===== src/design/brk_pkg.sv =====
package brk_pkg;

	// Register addresses on the 16-bit register port.
	localparam logic [15:0] ADDR_FLAG_CLR_CTRL = 16'hFE03;
	localparam logic [15:0] ADDR_EXIT_STATUS   = 16'hFE00;
	localparam logic [15:0] ADDR_BKPT_HIGH     = 16'hFE0C;
	localparam logic [15:0] ADDR_BKPT_LOW      = 16'hFE0D;
	localparam logic [15:0] ADDR_CTRL_STATUS   = 16'hFE0E;
	localparam logic [15:0] ADDR_IRQ_STATUS    = 16'hFE10;
	localparam logic [15:0] ADDR_IRQ_MASK      = 16'hFE11;

	// Field positions.
	localparam int BIT_BREAK_ENABLE = 7;
	localparam int BIT_BREAK_ACTIVE = 6;
	localparam int BIT_CLEAR_ENABLE = 7;
	localparam int BIT_EXIT_FLAG    = 1;
	localparam int EVT_BREAK        = 0;
	localparam int EVT_LOWPWR_EXIT  = 1;
	localparam int EVT_WIDTH        = 2;

	// Vectors and opcodes steered into the core.
	localparam logic [15:0] VEC_NORMAL   = 16'hFFFC;
	localparam logic [15:0] VEC_MONITOR  = 16'hFEFC;
	localparam logic [7:0]  OPC_SOFT_INT = 8'h83;

	localparam logic [7:0]  BYTE_ZERO = 8'h00;

	typedef enum logic [1:0] {
		ST_IDLE    = 2'b00,
		ST_PENDING = 2'b01,
		ST_BREAK   = 2'b10
	} brk_state_t;

	// Status from the core.
	typedef struct packed {
		logic [15:0] pc;
		logic        pc_valid;
		logic        instr_last;
		logic        rti_exec;
		logic        wait_mode;
		logic        stop_mode;
		logic        monitor_mode;
	} cpu_status_t;

	// Steering back to the core.
	typedef struct packed {
		logic        force_swi;
		logic [7:0]  opcode;
		logic [15:0] vector;
		logic        wake;
	} cpu_steer_t;

endpackage : brk_pkg


===== src/design/address_breakpoint_unit.sv =====
// Summary of operation
// - On break start force soft-interrupt opcode and normal or monitor vector.
// - Break starts after current instruction; at once on its last cycle.
// - All timer counters halted while break is active.
// - Watchdog disabled during break only with test high voltage present.
// - Unit works in wait mode; break ends wait and sets exit flag.
// - Break ends stop mode and sets the exit flag.
// - Break enable bit 7: matches trigger breaks only when set; reset clears.
// - Break active bit is set on every address match; reset clears.
// - Writing one to break active while it reads zero starts a break like a match.
// - Two address byte registers form the compare address; reset zeroes them.
// - Exit flag reads one when stop or wait ended by break.
// - Writing zero to the exit flag clears it, but during a break only with clear-enable set.
// - Clear-enable bit gates status clearing during break; resets to zero.
// - Compare address is the core program counter; match signals the core.
// - Return from interrupt in the routine ends break and restarts timers.
// - Low address byte at its own address; control bits 5 to 0 read zero.
module address_breakpoint_unit (
	// Clock and reset.
	input  wire logic                 clk_i,
	input  wire logic                 rstn_i,
	// Register port.
	input  wire logic [15:0]          reg_addr_i,
	input  wire logic [7:0]           reg_wdata_i,
	input  wire logic                 reg_wr_i,
	input  wire logic                 reg_rd_i,
	output logic      [7:0]           reg_rdata_o,
	// Core side.
	input  wire brk_pkg::cpu_status_t cpu_i,
	input  wire logic                 test_high_voltage_i,
	output brk_pkg::cpu_steer_t       cpu_o,
	output logic                      breakpoint_o,
	output logic                      break_state_o,
	output logic                      timer_halt_o,
	output logic                      watchdog_disable_o,
	output logic                      status_clear_allow_o,
	// Interrupt.
	output logic                      irq_o
);

	logic [7:0]                     bkpt_high_r;
	logic [7:0]                     bkpt_low_r;
	logic                           break_enable_r;
	logic                           break_active_r;
	logic                           clear_enable_r;
	logic                           exit_flag_r;
	logic [brk_pkg::EVT_WIDTH-1:0]  irq_status_r;
	logic [brk_pkg::EVT_WIDTH-1:0]  irq_mask_r;
	brk_pkg::brk_state_t            state_r;
	brk_pkg::brk_state_t            state_nxt;

	logic wr_ctrl;
	logic addr_match;
	logic soft_break;
	logic break_start;
	logic lowpwr;
	logic break_clear_enable_gate;

	function automatic logic wr_hit(input logic [15:0] a);
		wr_hit = reg_wr_i && (reg_addr_i == a);
	endfunction : wr_hit

	assign wr_ctrl = wr_hit(brk_pkg::ADDR_CTRL_STATUS);
	// Match against the fetch address of the core.
	assign addr_match = break_enable_r && cpu_i.pc_valid &&
		(cpu_i.pc == {bkpt_high_r, bkpt_low_r});
	assign soft_break = wr_ctrl && reg_wdata_i[brk_pkg::BIT_BREAK_ACTIVE] &&
		!break_active_r;
	assign lowpwr = cpu_i.wait_mode || cpu_i.stop_mode;
	// Status clearing by software is blocked during a break unless enabled.
	assign break_clear_enable_gate = (state_r != brk_pkg::ST_BREAK) || clear_enable_r;

	// Break start: immediate on last cycle or in low power, else deferred.
	always_comb begin
		state_nxt = state_r;
		break_start = 1'b0;
		case (state_r)
			brk_pkg::ST_IDLE: begin
				if (addr_match || soft_break) begin
					if (cpu_i.instr_last || lowpwr) begin
						state_nxt = brk_pkg::ST_BREAK;
						break_start = 1'b1;
					end else begin
						state_nxt = brk_pkg::ST_PENDING;
					end
				end
			end
			brk_pkg::ST_PENDING: begin
				if (cpu_i.instr_last || lowpwr) begin
					state_nxt = brk_pkg::ST_BREAK;
					break_start = 1'b1;
				end
			end
			brk_pkg::ST_BREAK: begin
				if (cpu_i.rti_exec) begin
					state_nxt = brk_pkg::ST_IDLE;
				end
			end
			default: begin
				state_nxt = brk_pkg::ST_IDLE;
			end
		endcase
	end

	always_ff @(posedge clk_i) begin
		if (!rstn_i) begin
			state_r <= brk_pkg::ST_IDLE;
		end else begin
			state_r <= state_nxt;
		end
	end

	// Breakpoint address bytes.
	always_ff @(posedge clk_i) begin
		if (!rstn_i) begin
			bkpt_high_r <= brk_pkg::BYTE_ZERO;
			bkpt_low_r  <= brk_pkg::BYTE_ZERO;
		end else begin
			if (wr_hit(brk_pkg::ADDR_BKPT_HIGH)) begin
				bkpt_high_r <= reg_wdata_i;
			end
			if (wr_hit(brk_pkg::ADDR_BKPT_LOW)) begin
				bkpt_low_r <= reg_wdata_i;
			end
		end
	end

	// Control and status: only bits 7 and 6 are stored.
	always_ff @(posedge clk_i) begin
		if (!rstn_i) begin
			break_enable_r <= 1'b0;
		end else if (wr_ctrl) begin
			break_enable_r <= reg_wdata_i[brk_pkg::BIT_BREAK_ENABLE];
		end
	end

	// Match sets win over a clearing write in the same cycle.
	always_ff @(posedge clk_i) begin
		if (!rstn_i) begin
			break_active_r <= 1'b0;
		end else if (addr_match) begin
			break_active_r <= 1'b1;
		end else if (wr_ctrl) begin
			break_active_r <= reg_wdata_i[brk_pkg::BIT_BREAK_ACTIVE];
		end
	end

	always_ff @(posedge clk_i) begin
		if (!rstn_i) begin
			clear_enable_r <= 1'b0;
		end else if (wr_hit(brk_pkg::ADDR_FLAG_CLR_CTRL)) begin
			clear_enable_r <= reg_wdata_i[brk_pkg::BIT_CLEAR_ENABLE];
		end
	end

	// Exit flag: set by a break that leaves wait or stop; cleared by writing zero outside a break or with clear-enable set.
	always_ff @(posedge clk_i) begin
		if (!rstn_i) begin
			exit_flag_r <= 1'b0;
		end else if (break_start && lowpwr) begin
			exit_flag_r <= 1'b1;
		end else if (wr_hit(brk_pkg::ADDR_EXIT_STATUS) &&
			!reg_wdata_i[brk_pkg::BIT_EXIT_FLAG] && break_clear_enable_gate) begin
			exit_flag_r <= 1'b0;
		end
	end

	// Sticky event bits, write one to clear; a new event wins over the clear.
	always_ff @(posedge clk_i) begin
		if (!rstn_i) begin
			irq_status_r <= '0;
		end else begin
			for (int i = 0; i < brk_pkg::EVT_WIDTH; i++) begin
				if (wr_hit(brk_pkg::ADDR_IRQ_STATUS) && reg_wdata_i[i]) begin
					irq_status_r[i] <= 1'b0;
				end
			end
			if (break_start) begin
				irq_status_r[brk_pkg::EVT_BREAK] <= 1'b1;
			end
			if (break_start && lowpwr) begin
				irq_status_r[brk_pkg::EVT_LOWPWR_EXIT] <= 1'b1;
			end
		end
	end

	// Interrupt mask, same layout as the event bits.
	always_ff @(posedge clk_i) begin
		if (!rstn_i) begin
			irq_mask_r <= '0;
		end else if (wr_hit(brk_pkg::ADDR_IRQ_MASK)) begin
			irq_mask_r <= reg_wdata_i[brk_pkg::EVT_WIDTH-1:0];
		end
	end

	// Read data one cycle after the strobe; unmapped and reserved bits read zero.
	always_ff @(posedge clk_i) begin
		if (!rstn_i) begin
			reg_rdata_o <= brk_pkg::BYTE_ZERO;
		end else if (reg_rd_i) begin
			case (reg_addr_i)
				brk_pkg::ADDR_EXIT_STATUS: begin
					reg_rdata_o <= {6'h00, exit_flag_r, 1'b0};
				end
				brk_pkg::ADDR_FLAG_CLR_CTRL: begin
					reg_rdata_o <= {clear_enable_r, 7'h00};
				end
				brk_pkg::ADDR_BKPT_HIGH: begin
					reg_rdata_o <= bkpt_high_r;
				end
				brk_pkg::ADDR_BKPT_LOW: begin
					reg_rdata_o <= bkpt_low_r;
				end
				brk_pkg::ADDR_CTRL_STATUS: begin
					reg_rdata_o <= {break_enable_r, break_active_r, 6'h00};
				end
				brk_pkg::ADDR_IRQ_STATUS: begin
					reg_rdata_o <= {6'h00, irq_status_r};
				end
				brk_pkg::ADDR_IRQ_MASK: begin
					reg_rdata_o <= {6'h00, irq_mask_r};
				end
				default: begin
					reg_rdata_o <= brk_pkg::BYTE_ZERO;
				end
			endcase
		end else begin
			reg_rdata_o <= brk_pkg::BYTE_ZERO;
		end
	end

	// Registered steering outputs to the core.
	always_ff @(posedge clk_i) begin
		if (!rstn_i) begin
			cpu_o <= '0;
		end else begin
			cpu_o.force_swi <= break_start;
			cpu_o.opcode    <= brk_pkg::OPC_SOFT_INT;
			cpu_o.vector    <= cpu_i.monitor_mode ? brk_pkg::VEC_MONITOR
				: brk_pkg::VEC_NORMAL;
			cpu_o.wake      <= break_start && lowpwr;
		end
	end

	// Match indication back to the core.
	always_ff @(posedge clk_i) begin
		if (!rstn_i) begin
			breakpoint_o <= 1'b0;
		end else begin
			breakpoint_o <= addr_match;
		end
	end

	// Break state and timer freeze follow the next state, so they rise with the forced fetch.
	always_ff @(posedge clk_i) begin
		if (!rstn_i) begin
			break_state_o <= 1'b0;
			timer_halt_o  <= 1'b0;
		end else begin
			break_state_o <= (state_nxt == brk_pkg::ST_BREAK);
			timer_halt_o  <= (state_nxt == brk_pkg::ST_BREAK);
		end
	end

	// The watchdog is only released while the test voltage is present.
	always_ff @(posedge clk_i) begin
		if (!rstn_i) begin
			watchdog_disable_o <= 1'b0;
		end else begin
			watchdog_disable_o <= (state_nxt == brk_pkg::ST_BREAK) &&
				test_high_voltage_i;
		end
	end

	// Status clearing elsewhere in the device is allowed outside a break.
	always_ff @(posedge clk_i) begin
		if (!rstn_i) begin
			status_clear_allow_o <= 1'b1;
		end else begin
			status_clear_allow_o <= (state_nxt != brk_pkg::ST_BREAK) ||
				clear_enable_r;
		end
	end

	// Level interrupt from the unmasked sticky bits.
	always_ff @(posedge clk_i) begin
		if (!rstn_i) begin
			irq_o <= 1'b0;
		end else begin
			irq_o <= |(irq_status_r & irq_mask_r);
		end
	end

endmodule : address_breakpoint_unit


===== config.mk =====
export PLATFORM = sky130hd
export DESIGN_NAME = address_breakpoint_unit
export DESIGN_NICKNAME = d
export VERILOG_FILES = /design/src/design/brk_pkg.sv /design/src/design/address_breakpoint_unit.sv
export SDC_FILE = /design/constraint.sdc
export NUM_CORES = 1
export LEC_CHECK = 0
export CAP_MARGIN = 25
export CORE_MARGIN = 3
export CORE_UTILIZATION = 55
export DETAILED_ROUTE_END_ITERATION = 7
export DONT_BUFFER_PORTS = 1
export GPL_TIMING_DRIVEN = 0
export PLACE_DENSITY = 0.72
export SLEW_MARGIN = 20
export SYNTH_ARGS = -nofsm -noshare
export SYNTH_HDL_FRONTEND = slang
export SYNTH_SLANG_ARGS = --single-unit

===== constraint.sdc =====
create_clock -name clk_i -period 4.62 [get_ports clk_i]
set_input_delay 0.462 -clock clk_i [delete_from_list [all_inputs] [get_ports clk_i]]
set_output_delay 0.462 -clock clk_i [all_outputs]
set_load 0.01 [all_outputs]

==> run summary, run 1 <==
cts repair resizes = 0
Hold/Removal Path Class = in2reg
Max Freq = 460 MHz
dpl hpwl = 3700 um
H-tree depth = 2
Die ar. = 0.00471 mm2
initial antenna violation count = 0
Vias/cell = 5.69
peak supply drop = 0.216 mV
GRT Util Overall = 0.216
max-slew violations = 0
crit path kind = in2reg
EDFF count, synth = 0
top-area cell type share of the netlist area = 0.408
Clock Skews = 10.1 ps
crit path launch = reg_addr_i[4]
Critical Path Sink Type = flop
Internal Pwr Total = 0.524 mW
crit path DAT = 2400 ps
sequential power share = 0.561
r2r setup slk = 2700 ps
Setup crit end = reg_rdata_o[1]
Clock Sinks = 44
Ports = 91
Mapped Area = 0.00216 mm2
die height = 68.6 um
slew of the pin with the lowest slew margin = 572 ps
vias in the first global route = 1552
Comb pwr share = 0.068
Hold Buf Count CTS = 0
dpl cell area = 0.00224 mm2
final hold violation count = 0
first-pass GRT wire length = 7490 um
MaxCap Viol Count = 0
Mean Syn Cell Area = 9.07 um2
ANT cells = 0
drt first pass iters = 4
TritonCTS clock tree = done
Finished Cell Area = 0.00233 mm2
non-filler cells, final = 300
final net count = 302
switching portion of total power = 0.232
drt total wl = 4970 um
initial DRC count = 152
GRT overflow = 0
reg2reg end = status_clear_allow_o
crit start category = input port
Synth area leader = dfxtp_1
post-synth cell types = 46
Initial Util = 0.581
PwrDens = 292 mW/mm2
Die W = 68.6 um
final worst path period need = 2180 ps
Synth Flop Type = dfxtp_1
gate count of the mapped netlist = 238
switching power = 0.158 mW
DR vias = 1708
RSZ-0062 raised after global routing = no
WL/cell = 16.6 um
Syn. warnings = 0
IO buf count = 0
Worst-path clk slew = 80 ps
critical path peak fanout = 8
worst skew pair latency = 300 ps
Power Total = 0.683 mW
CTS max path bufs = 2
status = finished, final reports clean
dpl cells = 292
Data required, critical path = 4840 ps
clock share of power = 0.371
Row Count = 22
post-synthesis sequential area ratio = 0.408
Area Overhead vs Synth = 8.17%
Leak Pwr = 0.857 nW
synth top area cells = dfxtp_1 41%, buf_4 8.0%, nand3_1 5.3%, xor2_1 4.9%, a21boi_0 4.5%
core area = 0.00372 mm2
largest net degree at the start of global routing = 14
root buf cell = clkbuf_8
# setup viols final = 0
crit share post-route = 0.471
setup TNS = 0 ps
post-synthesis register bit count = 44
layout cell share with drive strength beyond 1 = 0.190
R2R depth = 6
setup bufs post-CTS = 0
worst r2r src = bkpt_high_r[1]
Async SR Flop Fraction = 0
Rel. slew slack = 0.615
Final ANT Viol Nets = 0
TritonCTS Buffers = 5
Routability Congestion = 0.856
detailed-route DRC error count = 0
==> kinds of logic (layout without fill, tap and decap cells) <==
family / count (synthesis) / after routing / share of synthesized area
xor+xnor: 17 / 17 / 0.0690
compound gates: 43 / 43 / 0.154
mux: 4 / 4 / 0.0191
flops: 44 / 44 / 0.408
other cells: 1 / 7 / 0.00174
simple gates: 96 / 96 / 0.246
buf+inv: 33 / 41 / 0.102
==> cells in the final DEF, fill, tap and decap left out, types with 3 or more instances in the layout <==
cell,instances
a22oi_1,8
nor2_1,11
nor3_1,4
nor2b_1,7
a21boi_0,13
nand4_1,5
buf_4,23
nor4_1,5
xnor2_1,5
or2_2,3
clkbuf_8,6
a31o_2,3
clkbuf_1,6
nor3b_1,3
xor2_1,12
nand2_1,23
a21boi_1,4
conb_1,7
mux2i_1,3
dfxtp_1,44
nand3_1,23
==> power groups by stage <==
stage	clock, mW	combinational (mW)	sequential (mW)
5_1_grt	0.270	0.0512	0.383
2_1_floorplan	0	0.0405	0.392
3_5_place_dp	0	0.0461	0.392
6_report	0.253	0.0466	0.383
3_3_place_gp	0	0.0458	0.392
4_1_cts	0.257	0.0463	0.383
==> sequential cells by signal, indices dropped and copies added, names as in the netlist <==
name	cells
reg_rdata_o	8
state_r	2
clear_enable_r	1
watchdog_disable_o	1
break_enable_r	1
bkpt_low_r	8
irq_o	1
irq_mask_r	2
break_active_r	1
cpu_o	5
status_clear_allow_o	1
exit_flag_r	1
bkpt_high_r	8
irq_status_r	2
timer_halt_o	1
breakpoint_o	1
==> synth_stat cells (7+ instances only) <==
cell,instances
xor2_1,12
a21boi_0,13
nand2_1,23
buf_4,23
a22oi_1,8
nand3_1,23
nor2_1,11
dfxtp_1,44
nor2b_1,7
==> worst min path at each step <==
stage                    from  cells past startpoint  slack [ps]              to
2_1_floorplan  bkpt_high_r[6]                      2         460  bkpt_high_r[6]
3_3_place_gp   bkpt_high_r[5]                      2         470  bkpt_high_r[5]
3_5_place_dp   bkpt_high_r[5]                      2         470  bkpt_high_r[5]
4_1_cts                rstn_i                      0         180       cpu_o[18]
5_1_grt                rstn_i                      0         170       cpu_o[18]
6_report               rstn_i                      0         190       cpu_o[18]
==> through the flow <==
stage | utilization | hold slack, ps | setup slack [ps]
final | 0.628 | 186 | 2440
after CTS | 0.628 | 180 | 2460
after detailed placement | 0.603 | 474 | 2160
after floorplan | - | 455 | 2400
after global placement | 0.603 | 467 | 2160
after global routing | 0.628 | 166 | 2340
==> critical path, stage by stage <==
cell,delay (ps)
or4_4,520
or3_4,350
nor3b_1,480
a221o_2,240
nand3_4,140
a31oi_1,200
==> routing by layer <==
layer	vias to the layer above	track usage	wire, um
met1	792	0.278	2110
met3	5	0.0665	406
met4	0	0.0695	46
met5	-	0	0
li1	840	-	-
met2	71	0.344	2410
==> cell type report <==
type	instances	area (um2)
fillers	344	1380
clock inverters	1	7.51
inverters	2	7.51
well taps	48	60.1
flip-flops and latches	44	881
multi-input cells	167	1080
plain buffers	31	213
clock buffers	7	86.3
Note: power is estimated with default switching activity, not from simulation.
==> run 2, diff against run 1 <==
--- a/config.mk
+++ b/config.mk
@@ -11,7 +11,7 @@
 export DETAILED_ROUTE_END_ITERATION = 7
 export DONT_BUFFER_PORTS = 1
 export GPL_TIMING_DRIVEN = 0
-export PLACE_DENSITY = 0.72
+export PLACE_DENSITY = 0.75
 export SLEW_MARGIN = 20
 export SYNTH_ARGS = -nofsm -noshare
 export SYNTH_HDL_FRONTEND = slang
==> constraint.sdc (replaced) <==
create_clock -name clk_i -period 2 [get_ports clk_i]
set_input_delay 0.2 -clock clk_i [delete_from_list [all_inputs] [get_ports clk_i]]
set_output_delay 0.2 -clock clk_i [all_outputs]
set_load 0.01 [all_outputs]
==> run 2 against run 1 <==
  * Sequential power rose by 130%
  * Routed wire length rose by 3.6%
  * Via count rose by 3.9%
  * Global-route usage rose by 0.56 points
  * Combinational power rose to 2.5 times the previous value
  * Critical endpoint unchanged
  * Hold slack got worse by 160 ps
  * Sequential share of layout area fell by 1.3 points
  * Non-clock buffer count rose by 5
  * Design area rose by 3.5%
  * Clock power rose to 2.8 times the previous value
  * Setup slack got worse by 2300 ps
==> run summary, run 2 (same netlist as run 1, synthesis figures left out) <==
slew of the pin with the lowest slew margin = 659 ps
worst hold margin = 25.8 ps
first-pass GRT wire length = 7590 um
dpl cells = 292
initial antenna violation count = 0
vias in the first global route = 1587
critical path peak fanout = 8
register area = 881 um2
most frequent cells in the layout = 44 x dfxtp_1, 23 x nand3_1, 23 x nand2_1, 23 x buf_4, 13 x a21boi_0
biggest regs = bkpt_high_r: 8 flops, bkpt_low_r: 8 flops, reg_rdata_o: 8 flops
final hold violation count = 0
largest net degree at the start of global routing = 16
reg2reg end = status_clear_allow_o
final worst path period need = 1870 ps
IO buf count = 0
R2R depth = 6
TritonCTS clock tree = done
crit share post-route = 0.936
Routability Congestion = 0.850
fin worst setup slack = 129 ps
die height = 68.6 um
crit path DAT = 2100 ps
Ports = 91
peak supply drop = 0.467 mV
Max Freq = 534 MHz
crit path kind = in2reg
r2r setup slk = 160 ps
drt first pass iters = 5
initial DRC count = 134
crit start category = input port
dpl hpwl = 3800 um
detailed-route DRC error count = 0
status = finished, final reports clean
dpl ws = -173 ps
Row Count = 22
worst r2r src = bkpt_low_r[1]
Vias/cell = 5.82
layout cell share with drive strength beyond 1 = 0.198
Rel. slew slack = 0.556
final net count = 307
Die W = 68.6 um
max-slew violations = 0
Die ar. = 0.00471 mm2
root buf cell = clkbuf_8
Area Overhead vs Synth = 12.0%
CTS max path bufs = 2
Multi-input gate area = 0.00109 mm2
Worst-path clk slew = 90 ps
dpl cell area = 0.00224 mm2
MaxCap Viol Count = 0
setup TNS = 0 ps
Worst Min Path Start = test_high_voltage_i
GRT Util Overall = 0.222
Final ANT Viol Nets = 0
non-filler cells, final = 305
core area = 0.00372 mm2
Hold Path Depth = 1
GRT overflow = 0
hold endpoint = watchdog_disable_o
Clock Skews = 12.8 ps
DR vias = 1774
Leak Pwr = 0.890 nW
Critical Path Sink Type = flop
Clock Sinks = 44
fill count = 335
WL/cell = 16.9 um
TritonCTS Buffers = 5
RSZ-0062 raised after global routing = no
Initial Util = 0.581
commonest non-fill, non-tap cell in the layout = dfxtp_1
# setup viols final = 0
ANT cells = 0
Hold/Removal Path Class = in2reg
Finished Cell Area = 0.00242 mm2
PwrDens = 706 mW/mm2
Data required, critical path = 2230 ps
drt total wl = 5150 um
H-tree depth = 2
worst skew pair latency = 310 ps
[run 2: cell types whose count changed in the layout (fill, tap and decap cells not counted), sizes merged]
cell / before / now
dlygate4sd3: 0 / 5
clkbuf: 12 / 10
bufinv: 0 / 1
inv: 2 / 3
[run 2: metrics by stage]
| step | power (mW) | util |
|---|---|---|
| 2_1_floorplan | 0.998 | - |
| 3_3_place_gp | 1.01 | 0.603 |
| 3_5_place_dp | 1.01 | 0.603 |
| 4_1_cts | 1.72 | 0.647 |
| 5_1_grt | 1.76 | 0.651 |
| 6_report | 1.71 | 0.651 |
[run 2: area by class of cell]
cell class,instances,area share
timing repair buffer,5,0.0207
clock buffer,5,0.0285
clock inverter,3,0.0192
tap,48,0.0248
sequential,44,0.364
inverter,2,0.00311
multi-input combinational,167,0.451
buffer,31,0.0880
[run 2: critical path, cell delays in order]
cell and delay [ps]:
or4_4 520, or3_4 360, nor3b_1 460, a221o_2 230, nand3_4 140, a31oi_1 190
[run 2: worst max path at each step]
stage / from / end / cells after the start
3_3_place_gp: reg_addr_i[4] / reg_rdata_o[1] / 6
2_1_floorplan: reg_addr_i[4] / bkpt_high_r[3] / 7
4_1_cts: bkpt_high_r[1] / status_clear_allow_o / 6
6_report: reg_addr_i[4] / reg_rdata_o[1] / 6
3_5_place_dp: reg_addr_i[4] / status_clear_allow_o / 6
5_1_grt: reg_addr_i[4] / status_clear_allow_o / 6
[run 2: where the power goes]
| group | switching [mW] | internal [mW] |
|---|---|---|
| clock network | 0.329 | 0.376 |
| registers | 0.00602 | 0.878 |
| logic | 0.0585 | 0.0586 |
[run 2: timing repair]
item | 4_1_cts | 5_1_grt
resized for setup | 0 | 2
buffers inserted | 0 | 0
endpoints found under the setup margin | 0 | 7
hold buffers | 5 | 0
endpoints found under the hold margin | 4 | 0
[run 2: routing by layer]
metal	track usage	vias up	routed length (um)
met5	0	-	0
met4	0.0844	0	70
met3	0.0778	7	496
met2	0.358	89	2480
met1	0.270	822	2100
li1	-	856	-
